### src/include/bccd_map.vh
// constants for the bus cycle command decoder
`ifndef BCCD_MAP_VH
`define BCCD_MAP_VH
// one-hot bus states
`define BCCD_ST_IDLE 4'h1
`define BCCD_ST_STAT 4'h2
`define BCCD_ST_CMD1 4'h4
`define BCCD_ST_CMD2 4'h8
// state bit positions
`define BCCD_B_IDLE 0
`define BCCD_B_STAT 1
`define BCCD_B_CMD1 2
`define BCCD_B_CMD2 3
// status codes {mem_io_select, status_hi_n, status_lo_n}
`define BCCD_CODE_INT_ACK_CMD 3'h0
`define BCCD_CODE_IORD 3'h1
`define BCCD_CODE_IOWR 3'h2
`define BCCD_CODE_HALT 3'h4
`define BCCD_CODE_MRD 3'h5
`define BCCD_CODE_MWR 3'h6
// command strobe index
`define BCCD_CMD_INT_ACK_CMD 0
`define BCCD_CMD_IORD 1
`define BCCD_CMD_IOWR 2
`define BCCD_CMD_MRD 3
`define BCCD_CMD_MWR 4
`define BCCD_NCMD 5
// reset values
`define BCCD_RST_CMD 5'h1f
`define BCCD_RST_DIR 1'h1
`define BCCD_RST_CMDN 1'h1
`define BCCD_RST_DEN 1'h0
`define BCCD_RST_ALE 1'h0
`define BCCD_RST_MCE 1'h0
`endif

### src/rtl/bccd_decoder.v
// bus cycle command decoder: status decode, command strobes, transceiver controls
// How it works
// - direction high on writes, low on reads
// - data enable off whenever direction changes
// - direction high while no cycle runs, one clock after data enable goes off
// - direction follows cycle type, held while data enable is on
// - strobes low, delay and ready timed
// - 000 gives interrupt ack with cascade
// - 001 gives io read, direction low
// - 010 gives io write, direction high
// - status lines both high means idle
// - 100 is halt, no outputs
// - 101 gives memory read, direction low
// - 110 gives memory write, direction high
// - status sampled while idle or in the last command clock starts cycle
// - ready high repeats command state
// - hold off high withholds the command
// - timing select delays command, and enable on writes only
`include "bccd_map.vh"

module bccd_decoder (
	// clock and reset
	input wire clk_sys,
	input wire rst,
	// status from the local bus master
	input wire mem_io_select,
	input wire status_hi_n,
	input wire status_lo_n,
	// cycle control inputs
	input wire ready_n,
	input wire command_hold_off,
	input wire bus_timing_select,
	// command strobes
	output reg int_ack_cmd_n,
	output reg io_read_cmd_n,
	output reg io_write_cmd_n,
	output reg mem_read_cmd_n,
	output reg mem_write_cmd_n,
	// transceiver and latch controls
	output reg data_direction,
	output reg data_enable,
	output reg addr_latch_strobe,
	output reg cascade_strobe
);

reg [3:0] state_q;
reg [3:0] state_d;
reg [`BCCD_NCMD-1:0] sel_q;
reg [`BCCD_NCMD-1:0] sel_d;
reg wr_q;
reg wr_d;
reg go_q;
reg go_d;
wire [`BCCD_NCMD-1:0] cmd_n_d;
reg dir_d;
reg den_d;
reg ale_d;
reg mce_d;
wire [2:0] code;
wire st_idle;
wire st_stat;
wire st_cmd1;
wire st_cmd2;
wire end_cyc;
wire may_start;
wire start;
reg [`BCCD_NCMD-1:0] dec;
wire dec_wr;
wire nxt_cyc;
wire nxt_cmd;
wire allow;
wire dir_want;

assign code = {mem_io_select, status_hi_n, status_lo_n};
assign st_idle = state_q[`BCCD_B_IDLE];
assign st_stat = state_q[`BCCD_B_STAT];
assign st_cmd1 = state_q[`BCCD_B_CMD1];
assign st_cmd2 = state_q[`BCCD_B_CMD2];

// end of the second command state with ready low closes the cycle
assign end_cyc = st_cmd2 & ~ready_n;
assign may_start = st_idle | end_cyc;

// either status line low starts a cycle; halt and idle codes do not
always @*
begin
	dec = {`BCCD_NCMD{1'b0}};
	case (code)
		`BCCD_CODE_INT_ACK_CMD: dec[`BCCD_CMD_INT_ACK_CMD] = 1'b1;
		`BCCD_CODE_IORD: dec[`BCCD_CMD_IORD] = 1'b1;
		`BCCD_CODE_IOWR: dec[`BCCD_CMD_IOWR] = 1'b1;
		`BCCD_CODE_MRD: dec[`BCCD_CMD_MRD] = 1'b1;
		`BCCD_CODE_MWR: dec[`BCCD_CMD_MWR] = 1'b1;
		default: dec = {`BCCD_NCMD{1'b0}};
	endcase
end
assign dec_wr = dec[`BCCD_CMD_IOWR] | dec[`BCCD_CMD_MWR];
assign start = may_start & (~status_hi_n | ~status_lo_n) & (code != `BCCD_CODE_HALT);

// bus state sequencing
always @*
begin
	state_d = `BCCD_ST_IDLE;
	case (state_q)
		`BCCD_ST_IDLE:
		begin
			if (start)
				state_d = `BCCD_ST_STAT;
		end
		`BCCD_ST_STAT:
		begin
			state_d = `BCCD_ST_CMD1;
		end
		`BCCD_ST_CMD1:
		begin
			state_d = `BCCD_ST_CMD2;
		end
		`BCCD_ST_CMD2:
		begin
			if (ready_n)
				state_d = `BCCD_ST_CMD1;
			else if (start)
				state_d = `BCCD_ST_STAT;
			else
				state_d = `BCCD_ST_IDLE;
		end
		default:
		begin
			state_d = `BCCD_ST_IDLE;
		end
	endcase
end

assign nxt_cyc = ~state_d[`BCCD_B_IDLE];
assign nxt_cmd = state_d[`BCCD_B_CMD1] | state_d[`BCCD_B_CMD2];

// cycle type capture
always @*
begin
	sel_d = sel_q;
	wr_d = wr_q;
	if (start)
	begin
		sel_d = dec;
		wr_d = dec_wr;
	end
	else if (~nxt_cyc)
	begin
		sel_d = {`BCCD_NCMD{1'b0}};
		wr_d = 1'b0;
	end
end

// command enable: timing select adds one clock, hold off keeps it back
assign allow = bus_timing_select ? (st_cmd1 | st_cmd2) : (st_stat | st_cmd1 | st_cmd2);

always @*
begin
	go_d = 1'b0;
	if (nxt_cmd & ~start)
		go_d = go_q | (allow & ~command_hold_off);
end

// one strobe per cycle type, low only while enabled in command states
genvar gi;
generate
	for (gi = 0; gi < `BCCD_NCMD; gi = gi + 1)
	begin : g_cmd
		assign cmd_n_d[gi] = ~(go_d & sel_d[gi]);
	end
endgenerate

// direction from the cycle type, high when no cycle follows, held while data enable is on
assign dir_want = nxt_cyc ? wr_d : 1'b1;

always @*
begin
	if (data_enable)
		dir_d = data_direction;
	else
		dir_d = dir_want;
end

// data enable only in command states with direction already settled
always @*
begin
	den_d = 1'b0;
	if (nxt_cmd & ~start & (data_direction == dir_want))
	begin
		if (bus_timing_select & wr_d)
			den_d = go_d;
		else
			den_d = 1'b1;
	end
end

// address latch during the status state
always @*
begin
	ale_d = start;
end

// cascade strobe only for interrupt acknowledge
always @*
begin
	mce_d = start & dec[`BCCD_CMD_INT_ACK_CMD];
end

// bus state register
always @(posedge clk_sys)
begin
	if (rst)
	begin
		state_q <= `BCCD_ST_IDLE;
	end
	else
	begin
		state_q <= state_d;
	end
end

// cycle type and command enable registers
always @(posedge clk_sys)
begin
	if (rst)
	begin
		sel_q <= {`BCCD_NCMD{1'b0}};
		wr_q <= 1'b0;
		go_q <= 1'b0;
	end
	else
	begin
		sel_q <= sel_d;
		wr_q <= wr_d;
		go_q <= go_d;
	end
end

// command strobes, inactive high in reset
always @(posedge clk_sys)
begin
	if (rst)
	begin
		int_ack_cmd_n <= `BCCD_RST_CMDN;
		io_read_cmd_n <= `BCCD_RST_CMDN;
		io_write_cmd_n <= `BCCD_RST_CMDN;
		mem_read_cmd_n <= `BCCD_RST_CMDN;
		mem_write_cmd_n <= `BCCD_RST_CMDN;
	end
	else
	begin
		int_ack_cmd_n <= cmd_n_d[`BCCD_CMD_INT_ACK_CMD];
		io_read_cmd_n <= cmd_n_d[`BCCD_CMD_IORD];
		io_write_cmd_n <= cmd_n_d[`BCCD_CMD_IOWR];
		mem_read_cmd_n <= cmd_n_d[`BCCD_CMD_MRD];
		mem_write_cmd_n <= cmd_n_d[`BCCD_CMD_MWR];
	end
end

// data direction register
always @(posedge clk_sys)
begin
	if (rst)
	begin
		data_direction <= `BCCD_RST_DIR;
	end
	else
	begin
		data_direction <= dir_d;
	end
end

// data enable register
always @(posedge clk_sys)
begin
	if (rst)
	begin
		data_enable <= `BCCD_RST_DEN;
	end
	else
	begin
		data_enable <= den_d;
	end
end

// address latch register
always @(posedge clk_sys)
begin
	if (rst)
	begin
		addr_latch_strobe <= `BCCD_RST_ALE;
	end
	else
	begin
		addr_latch_strobe <= ale_d;
	end
end

// cascade register
always @(posedge clk_sys)
begin
	if (rst)
	begin
		cascade_strobe <= `BCCD_RST_MCE;
	end
	else
	begin
		cascade_strobe <= mce_d;
	end
end

endmodule

### config.mk
export PLATFORM = sky130hd
export DESIGN_NAME = bccd_decoder
export DESIGN_NICKNAME = d
export VERILOG_FILES = /design/src/rtl/bccd_decoder.v
export VERILOG_INCLUDE_DIRS = /design/src /design/src/include
export SDC_FILE = /design/constraint.sdc
export NUM_CORES = 1
export LEC_CHECK = 0
export BUFFER_PORTS_ARGS = -buffer_cell sky130_fd_sc_hd__buf_2
export CELL_PAD_IN_SITES_DETAIL_PLACEMENT = 1
export CELL_PAD_IN_SITES_GLOBAL_PLACEMENT = 1
export CORE_MARGIN = 3
export CORE_UTILIZATION = 39
export CTS_BUF_LIST = sky130_fd_sc_hd__clkbuf_16
export DETAILED_ROUTE_END_ITERATION = 8
export GPL_ROUTABILITY_DRIVEN = 1
export PLACE_DENSITY = 0.78
export SLEW_MARGIN = 10
export SYNTH_ARGS = -nofsm -noshare
export SYNTH_HDL_FRONTEND = slang
export SYNTH_SLANG_ARGS = --single-unit
### constraint.sdc
create_clock -name clk_sys -period 2.1 [get_ports clk_sys]
set_input_delay 0 -clock clk_sys [delete_from_list [all_inputs] [get_ports clk_sys]]
set_output_delay 0 -clock clk_sys [all_outputs]
set_load 0.02 [all_outputs]
==> impl_metrics.yaml, run 1 <==
sta:
  hold_viol: 0
  setup_tns_ns: 0
  fmax_mhz: 576.5
  post-route-min-period_ns: 1.735
  setup_viol: 0
  skew_ns: 0.001826
  maxSlewViolCount: 0
  slew-limit-headroom_pct: 71.02
  worst_slew_pin_slew_ns: 0.4341
  finalCritPeriodShare_pct: 82.60
  rsz0062_at_grt: "false"
  fin_ws_ns: 0.3654
  worst_hold_slack_ns: 0.01152
layout:
  utilization_pct: 54.69
  nets: 106
  finalInstanceArea_sq_um: 1006
  syn_to_final_growth_pct: 23.31
  multi_input_area_sq_um: 374.1
  drive_gt1_share_pct: 32.99
  regArea_sq_um: 400.4
  fill_cells: 230
  n_antenna_cell: 0
cts:
  clk_path_buf_depth: 2
  post_cts_buffers: 0
  cts.sinks: 20
  clkLatencyLatePin_ns: 0.25
  cts_resized: 0
  cts_inserted_buffers: 3
  cts_hold_buf: 0
  cts_tree: "built"
  htreeDepth: 1
  root_buffer: "clkbuf_16"
  clk_pin_slew_ns: 0.06
logic_synthesis:
  yosysMostFrequentCell: "dfxtp_1"
  synth_warnings: 0
  yosysTopAreaCell: "dfxtp_1"
  synthTopCellsByCount: "dfxtp_1, nand2_1, nor2_1"
  syn_inst: 79
  avgSynthCellArea_sq_um: 10.33
  yosysTopAreaCellShare_pct: 49.08
  ys_seq_elements: 20
  synth-seq-area-share_pct: 49.08
  synth_edf_count: 0
  netlist_area_sq_um: 815.8
  synth_ff_type: "dfxtp_1"
  synth.area.top_cells: "dfxtp_1, nand2_1, nor2_1, nor2b_1, a32o_2"
  async_flop_share_pct: 0
  synth.distinct_cells: 34
  syn-num-nets: 87
job:
  maxCapViolations: 0
floorplan:
  die-area_sq_um: 2677
  initial_core_util_pct: 44.35
  die_x_um: 51.74
  core_area_sq_um: 1839
  num_rows: 15
  die_h_um: 51.74
  ios: 17
setup_path:
  critPathCaptureType: "flop"
  timing.rr.end: "data_enable"
  rrSetupSlack_ns: 0.37
  cp-startpoint: "state_q[3]"
  required_ns: 2.24
  critPathKind: "reg -> reg"
  startpoint_type: "flop"
  ff2ff_path_depth: 5
  arrival_ns: 1.88
  r2r-start: "state_q[3]"
  worst-path-max-fanout: 8
routing:
  ant_nets: 0
  drt_pass1_iterations: 2
  wl_per_cell_um: 15.04
  drt_iter0_markers: 5
  via_per_inst: 5.221
  vias: 637
  wirelength_um: 1835
  drc_errors: 0
outcome:
  status: "completed"
global_route:
  antenna_found_initial: 0
  grt_max_degree: 13
  grt_pass1_wl_um: 3029
  grt_pass1_vias: 658
  grt.overflow.total: 0
  grt_use_total_pct: 16.25
power:
  power_leakage_nw: 0.4069
  pwr_density_cell_nw_per_um2: 1182
  ir_drop_uv: 614.8
min_path:
  hold_start: "mem_io_select"
  whs_path_depth: 2
  hold_path_end: "cascade_strobe"
  worstHoldPathType: "in -> reg"
place:
  gp_congestion: 0.7105
  placed_area_sq_um: 900.9
  pre_cts_ws_ns: 0.4122
  post-dp-hpwl_um: 1306
  portBuffers: 16
-- registers in the layout (all words and copies together) (netlist names) --
register           cells
mem_read_cmd_n         1
cascade_strobe         1
io_write_cmd_n         1
mem_write_cmd_n        1
addr_latch_strobe      1
data_enable            1
sel_q                  5
go_q                   1
state_q                4
data_direction         1
io_read_cmd_n          1
int_ack_cmd_n          1
wr_q                   1
-- logic make-up (layout without fill, tap and decap cells) --
kind of cell,after synthesis,in the layout,synth area share (%)
AND/OR/NAND/NOR,35,35,25.92
flip-flops,20,20,49.08
AO/OA/AOI/OAI,14,14,15.18
buffers and inverters,6,24,5.060
XOR/XNOR,2,2,2.148
multiplexers,2,2,2.607
-- report_power, final --
part	leakage [nW]	total [W]	switching (W)	internal [W]
Clock	0.0511	0.000521	0.000143	0.000378
Combinational	0.193	0.000220	0.000125	0.0000953
Sequential	0.163	0.000447	0.0000392	0.000408
-- worst max-delay path: stages (launching register included) --
cell and delay [ns]:
dfxtp_1 0.43, nor2b_1 0.30, nor2_1 0.11, nor3b_2 0.33
a31oi_1 0.11, o311a_1 0.34
-- worst max-delay path by stage --
| stage | slack [ns] | end | depth (start not counted) |
|---|---|---|---|
| 6_report | 0.37 | data_enable | 5 |
| 5_1_grt | 0.27 | data_enable | 6 |
| 4_1_cts | 0.35 | data_enable | 5 |
| 3_5_place_dp | 0.41 | io_read_cmd_n | 5 |
| 3_3_place_gp | 0.44 | data_enable | 5 |
| 2_1_floorplan | 0.59 | mem_read_cmd_n | 5 |
-- routing by layer --
layer  up-vias  share of wire, %  track usage [%]
met5         -                 0                0
met3         4               3.1            4.298
met1       302                45            17.41
met2        12                50            27.75
li1        319                 -                -
met4         0               2.6            10.92
-- placed cells by master (no fill, tap or decap) --
| cell type | synthesis | routed |
|---|---|---|
| dfxtp_1 | 20 | 20 |
| buf_2 | 0 | 16 |
| nand2_1 | 8 | 8 |
| nor2_1 | 8 | 8 |
| nor2b_1 | 4 | 4 |
| inv_1 | 4 | 4 |
| nor4_1 | 3 | 3 |
| clkbuf_16 | 0 | 3 |
| a32o_2 | 2 | 2 |
| xor2_1 | 2 | 2 |
| o2bb2ai_1 | 2 | 2 |
| nor3_1 | 2 | 2 |
| nand2b_2 | 1 | 1 |
| mux2_2 | 1 | 1 |
| o22a_2 | 1 | 1 |
| nor3_4 | 1 | 1 |
| nor4b_2 | 1 | 1 |
| a21o_1 | 1 | 1 |
| nor3b_2 | 1 | 1 |
| nand2b_1 | 1 | 1 |
| o221ai_2 | 1 | 1 |
| and2b_4 | 1 | 1 |
| nor3b_1 | 1 | 1 |
| o21ai_2 | 1 | 1 |
| mux2i_1 | 1 | 1 |
| a2bb2oi_1 | 1 | 1 |
| a31oi_1 | 1 | 1 |
| a21oi_1 | 1 | 1 |
| nor3_2 | 1 | 1 |
| nand3_1 | 1 | 1 |
| a21boi_1 | 1 | 1 |
| o21ai_1 | 1 | 1 |
| o311a_1 | 1 | 1 |
| or3_1 | 1 | 1 |
| bufinv_16 | 0 | 1 |
-- through the flow --
step,instances,total power [W]
finish,122,0.001189
global route,122,0.001246
CTS,122,0.001198
detailed placement,118,0.0006685
global placement,118,0.0006610
floorplan,79,0.0006337
-- layout make-up --
cell class	count	area share, %
repair buffers	16	7.960
clock inverters	1	2.985
clock buffers	3	7.463
well taps	25	3.109
multi-input cells	53	37.19
flip-flops and latches	20	39.80
inverters	4	1.493
(Power assumes the default switching activity.)
==> run 2: changes to the inputs <==
Settings changed: ABC_AREA set to 1, CORE_UTILIZATION 39 to 33, PLACE_DENSITY 0.78 to 0.74.
Clock period 2.1 ns to 1.4 ns, I/O delays scaled along.
==> run 2 against run 1 <==
Effect of this change: maximum frequency is 34% higher; clock power is 7.9% higher; combinational power is 140% higher; synthesized cell count is 47% higher; sequential share of layout area is 3.1 points lower; critical path type unchanged; largest cell class is now multi-input gates.
==> impl_metrics.yaml, run 2 <==
logic_synthesis:
  synth.distinct_cells: 21
  yosys.area_share.simple_pct: 36.63
  synth-compound-area-share_pct: 9.157
  yosysTopAreaCell: "dfxtp_1"
  ys_seq_elements: 20
  syn-num-nets: 124
  synth.area.top_cells: "dfxtp_1, nand2_1, nor2_1, nand3_1, inv_1"
  synth_xor_area_share_pct: 0
  synth_mux_area_share_pct: 0
  synth_edf_count: 0
  synthTopCellsByCount: "nand2_1, dfxtp_1, nor2_1"
  async_flop_share_pct: 0
  yosysTopAreaCellShare_pct: 46.51
  synth_top_family_by_area: "simple AND/OR/NAND/NOR gates"
  synth_fa_ha_area_share_pct: 0
  avgSynthCellArea_sq_um: 7.421
  yosysMostFrequentCell: "nand2_1"
  synth_ff_type: "dfxtp_1"
  syn_inst: 116
  netlist_area_sq_um: 860.8
  synth-seq-area-share_pct: 46.51
  synth_warnings: 0
layout:
  drive_gt1_share_pct: 35.77
  finalInstanceArea_sq_um: 1117
  nets: 147
  n_antenna_cell: 0
  top_register: "sel_q"
  largestRegisters: "sel_q x5, state_q x4"
  final_cells: 165
  utilization_pct: 47.75
  largest_reg_flops: 5
  mostFrequentLayoutCell: "nand2_1"
  final_cell_mix: "nand2_1, dfxtp_1, buf_2"
  syn_to_final_growth_pct: 29.80
place:
  gp_congestion: 0.7282
  post-dp-hpwl_um: 1555
  placed_area_sq_um: 979.7
  portBuffers: 16
  place_inst: 160
cts:
  cts_hold_buf: 0
  clk_pin_slew_ns: 0.05
  cts_inserted_buffers: 3
  cts.sinks: 20
  clk_path_buf_depth: 2
  clkLatencyLatePin_ns: 0.25
  cts_tree: "built"
  root_buffer: "clkbuf_16"
  htreeDepth: 1
power:
  p_comb_share_pct: 29.7
  power.share.clock_pct: 32.2
  power_leakage_nw: 0.5154
  seqPwrFrac_pct: 38.1
  p_switching_w: 0.0005595
  switching_share_pct: 32.08
  ir_drop_uv: 828.9
  intPower_w: 0.001185
  pwr_density_cell_nw_per_um2: 1561
routing:
  drt_pass1_iterations: 2
  vias: 777
  drc_errors: 0
  wl_met2_um: 1105
  via_per_inst: 4.709
  wirelength_um: 2096
  wl_per_cell_um: 12.70
  wl_met1_um: 889
  wl_met3_um: 69
  highest_layer: "met4"
  ant_nets: 0
  drt_iter0_markers: 2
setup_path:
  timing.rr.end: "io_read_cmd_n"
  rrSetupSlack_ns: 0.11
  arrival_ns: 1.43
  critPathCaptureType: "flop"
  r2r-start: "state_q[0]"
  cp-startpoint: "state_q[0]"
  ff2ff_path_depth: 10
  worst-path-max-fanout: 6
  path_cells: "inv_4 > nand2_1 > nor2_2 > nor2_1 > nand2_2 > nand2_4 > inv_4 > nand2_4 > o21ai_2 > nand2_1"
  required_ns: 1.54
  crit_path_top_delay_cell: "dfxtp_4"
  max_stage_delay_ns: 0.36
  startpoint_type: "flop"
  critPathTopFamily: "simple AND/OR/NAND/NOR gates"
  critPathBufInv: 2
  critPathKind: "reg -> reg"
floorplan:
  die_h_um: 57.08
  initial_core_util_pct: 36.79
  num_rows: 17
  die_x_um: 57.08
  core_area_sq_um: 2340
  ios: 17
  die-area_sq_um: 3258
job:
  maxCapViolations: 0
min_path:
  whs_path_depth: 2
  hold_path_end: "state_q[2]"
  hold_start: "rst"
  worstHoldPathType: "in -> reg"
global_route:
  grt_max_degree: 11
  grt_pass1_vias: 757
  grt_use_total_pct: 13.03
  antenna_found_initial: 0
  grt_pass1_wl_um: 3277
  grt.overflow.total: 0
sta:
  finalCritPeriodShare_pct: 92.21
  skew_ns: 0.001845
  worst_slew_pin_slew_ns: 0.2620
  setup_viol: 0
  slew-limit-headroom_pct: 82.50
  setup_tns_ns: 0
  hold_viol: 0
  maxSlewViolCount: 0
  fmax_mhz: 774.6
  post-route-min-period_ns: 1.291
  worst_hold_slack_ns: 0.04682
outcome:
  status: "completed"
==> run 2: changes by cell type in the layout (fill, tap and decap cells not counted), sizes merged, moves of 3 or more <==
cell / before / now
nor2: 8 / 19
nor3: 4 / 0
nand3: 1 / 10
buf: 16 / 19
o21ai: 2 / 5
nor2b: 4 / 0
inv: 4 / 16
nor4: 3 / 0
nand2: 8 / 33
==> run 2: cell type report <==
class,instances,area (sq um)
fill,306,1222
multi-input combinational,79,426.7
clock buffer,3,75.07
tap,28,35.03
timing repair buffer,19,102.6
sequential,20,410.4
inverter,16,67.56
==> run 2: worst max-delay path by stage <==
stage	endpoint	slack [ns]	cells after the start
floorplan	io_read_cmd_n	0.22	10
global placement	io_write_cmd_n	0.08	10
detailed placement	io_write_cmd_n	0.03	10
CTS	io_write_cmd_n	0.02	10
global route	io_read_cmd_n	-0.02	10
finish	io_read_cmd_n	0.11	10
==> run 2: routing by layer <==
metal	up-vias	GRT usage [%]
met5	-	0
met4	0	4.967
met3	5	3.394
met2	12	22.68
met1	356	15.23
li1	404	-
==> run 2: through the flow <==
stage	total power, W	setup WS [ns]
after floorplan	0.0009951	0.2170
after global placement	0.001091	0.07990
after detailed placement	0.001112	0.03097
after CTS	0.001683	0.01984
after global routing	0.001853	-0.01724
final	0.001744	0.1090
==> run 2: power groups by stage <==
| stage | combinational (W) | clock [W] | sequential, W |
|---|---|---|---|
| after floorplan | 0.000322 | 0 | 0.000674 |
| after CTS | 0.000455 | 0.000576 | 0.000652 |
| after global routing | 0.000578 | 0.000607 | 0.000668 |
| after detailed placement | 0.000451 | 0 | 0.000661 |
| after global placement | 0.000435 | 0 | 0.000657 |
| final | 0.000518 | 0.000562 | 0.000664 |
==> run 2: what timing repair did <==
action / in CTS / in global routing
setup buffers: 0 / 2
gates resized for setup: 0 / 21
endpoints found under the setup margin: 0 / 11
==> run 2: logic make-up after synthesis <==
kind of cell	Yosys count
AO/OA/AOI/OAI	12
buffers and inverters	17
AND/OR/NAND/NOR	67
flip-flops	20
==> run 3: changes to the inputs <==
Settings changed: MAX_ROUTING_LAYER set to met4, SETUP_SLACK_MARGIN set to 0.4.
==> run 3 against run 2 <==
Effect of this change: final cell count is 3.0% higher; critical path depth unchanged; non-clock buffer count is 4 higher; critical endpoint unchanged; highest routed layer unchanged; first-iteration DRC count increased to 6.0 times the previous value; worst hold slack gained 0.016 ns; largest power group is now combinational logic; setup slack worse by 0.044 ns.
==> impl_metrics.yaml, run 3 (synthesized netlist as in run 2, its figures left out) <==
layout:
  largest_reg_flops: 5
  largestRegisters: "sel_q x5, state_q x4"
  n_antenna_cell: 0
  drive_gt1_share_pct: 47.89
  fill_cells: 292
  regArea_sq_um: 415.4
  top_register: "sel_q"
  final_cell_mix: "nand2_1, dfxtp_1, buf_2"
  syn_to_final_growth_pct: 48.98
  final_cells: 170
  mostFrequentLayoutCell: "nand2_1"
  multi_input_area_sq_um: 541.8
  nets: 151
  finalInstanceArea_sq_um: 1282
routing:
  vias: 867
  drc_errors: 0
  ant_nets: 0
  drt_iter0_markers: 12
  via_per_inst: 5.100
  wirelength_um: 2672
  drt_pass1_iterations: 4
  wl_per_cell_um: 15.72
floorplan:
  die_h_um: 57.08
  initial_core_util_pct: 36.79
  die_x_um: 57.08
  ios: 17
  core_area_sq_um: 2340
  die-area_sq_um: 3258
  num_rows: 17
place:
  portBuffers: 16
  gp_congestion: 0.7279
  place_inst: 160
  post-dp-hpwl_um: 1579
  placed_area_sq_um: 989.7
cts:
  clkLatencyLatePin_ns: 0.25
  clk_path_buf_depth: 2
  cts.sinks: 20
  htreeDepth: 1
  cts_tree: "built"
  clk_pin_slew_ns: 0.05
  cts_inserted_buffers: 3
  cts_hold_buf: 0
  root_buffer: "clkbuf_16"
outcome:
  status: "completed"
global_route:
  grt_pass1_wl_um: 3705
  grt.overflow.total: 0
  grt_max_degree: 12
  grt_use_total_pct: 15.00
  antenna_found_initial: 0
  grt_pass1_vias: 852
setup_path:
  worst-path-max-fanout: 6
  critPathKind: "reg -> reg"
  startpoint_type: "flop"
  critPathBufInv: 2
  path_cells: "inv_4 > nand2_4 > nor2_4 > nor2_2 > nand2_2 > nand2_4 > inv_4 > nand2_8 > o21ai_4 > nand2_1"
  max_stage_delay_ns: 0.36
  critPathCaptureType: "flop"
  required_ns: 1.55
  critPathTopFamily: "simple AND/OR/NAND/NOR gates"
  arrival_ns: 1.48
  crit_path_top_delay_cell: "dfxtp_4"
min_path:
  worstHoldPathType: "in -> reg"
sta:
  skew_ns: 0.001629
  setup_viol: 0
  rsz0062_at_grt: "true"
  maxSlewViolCount: 0
  worst_slew_pin_slew_ns: 0.3499
  slew-limit-headroom_pct: 76.65
  fmax_mhz: 749.0
  finalCritPeriodShare_pct: 95.36
  post-route-min-period_ns: 1.335
  hold_viol: 0
power:
  ir_drop_uv: 814.0
  power_leakage_nw: 0.5570
  pwr_density_cell_nw_per_um2: 1548
job:
  maxCapViolations: 0
-- run 3: changes by cell type in the layout (fill, tap and decap cells not counted), sizes merged --
cell	change
buf	+4
clkinv	+1
-- run 3: per-stage QoR --
stage          utilization [%]  setup slack, ns  hold slack [ns]  power [W]  TNS (ns)
2_1_floorplan                -           0.2325           0.1567   0.001004         0
4_1_cts                  48.29           0.1135          0.04327   0.001771         0
3_3_place_gp             42.30           0.1089           0.2958   0.001101         0
6_report                 54.81          0.06491          0.06267   0.001985         0
3_5_place_dp             42.30          0.06652           0.2998   0.001118         0
5_1_grt                  54.81         -0.03720          0.06706   0.002084  -0.08089
-- run 3: where the power goes --
part	leakage, nW	switching [W]	internal, W
clock network	0.0385	0.000209	0.000380
logic	0.353	0.000447	0.000278
registers	0.165	0.0000503	0.000621
-- run 3: final timing paths --
check	slack (ns)	cells past startpoint	endpoint	startpoint
max	0.06	10	io_read_cmd_n	state_q[1]
min	0.06	3	sel_q[3]	mem_io_select
max reg2reg	0.06	10	io_read_cmd_n	state_q[1]
min reg2reg	0.46	1	data_direction	data_enable
-- run 3: worst register-to-register path: cells and delay by family (launching register included) --
family                 cells  cell delay (ns)
AO/OA/AOI/OAI              1             0.16
buffers and inverters      2             0.16
flip-flops                 1             0.36
AND/OR/NAND/NOR            7             0.55
-- run 3: layout make-up --
type                       count  area share [%]
sequential                    20           32.39
tap                           28           2.732
clock buffer                   3           5.854
clock inverter                 1          0.2927
timing repair buffer          23           10.63
inverter                      16           5.854
multi-input combinational     79           42.24
-- run 3: timing repair --
| item | 4_1_cts | 5_1_grt |
|---|---|---|
| cloned | 0 | 0 |
| gates resized for setup | 16 | 31 |
| setup buffers | 3 | 3 |
| setup endpoints to repair | 17 | 18 |
| pin swaps | 2 | 11 |
-- run 3: metal layers --
metal	share of wire (%)	wire length (um)	track usage, %
met1	41	1099	17.12
met2	54	1444	25.77
met3	1.9	51	2.715
met4	2.9	77	5.960
met5	0	0	-
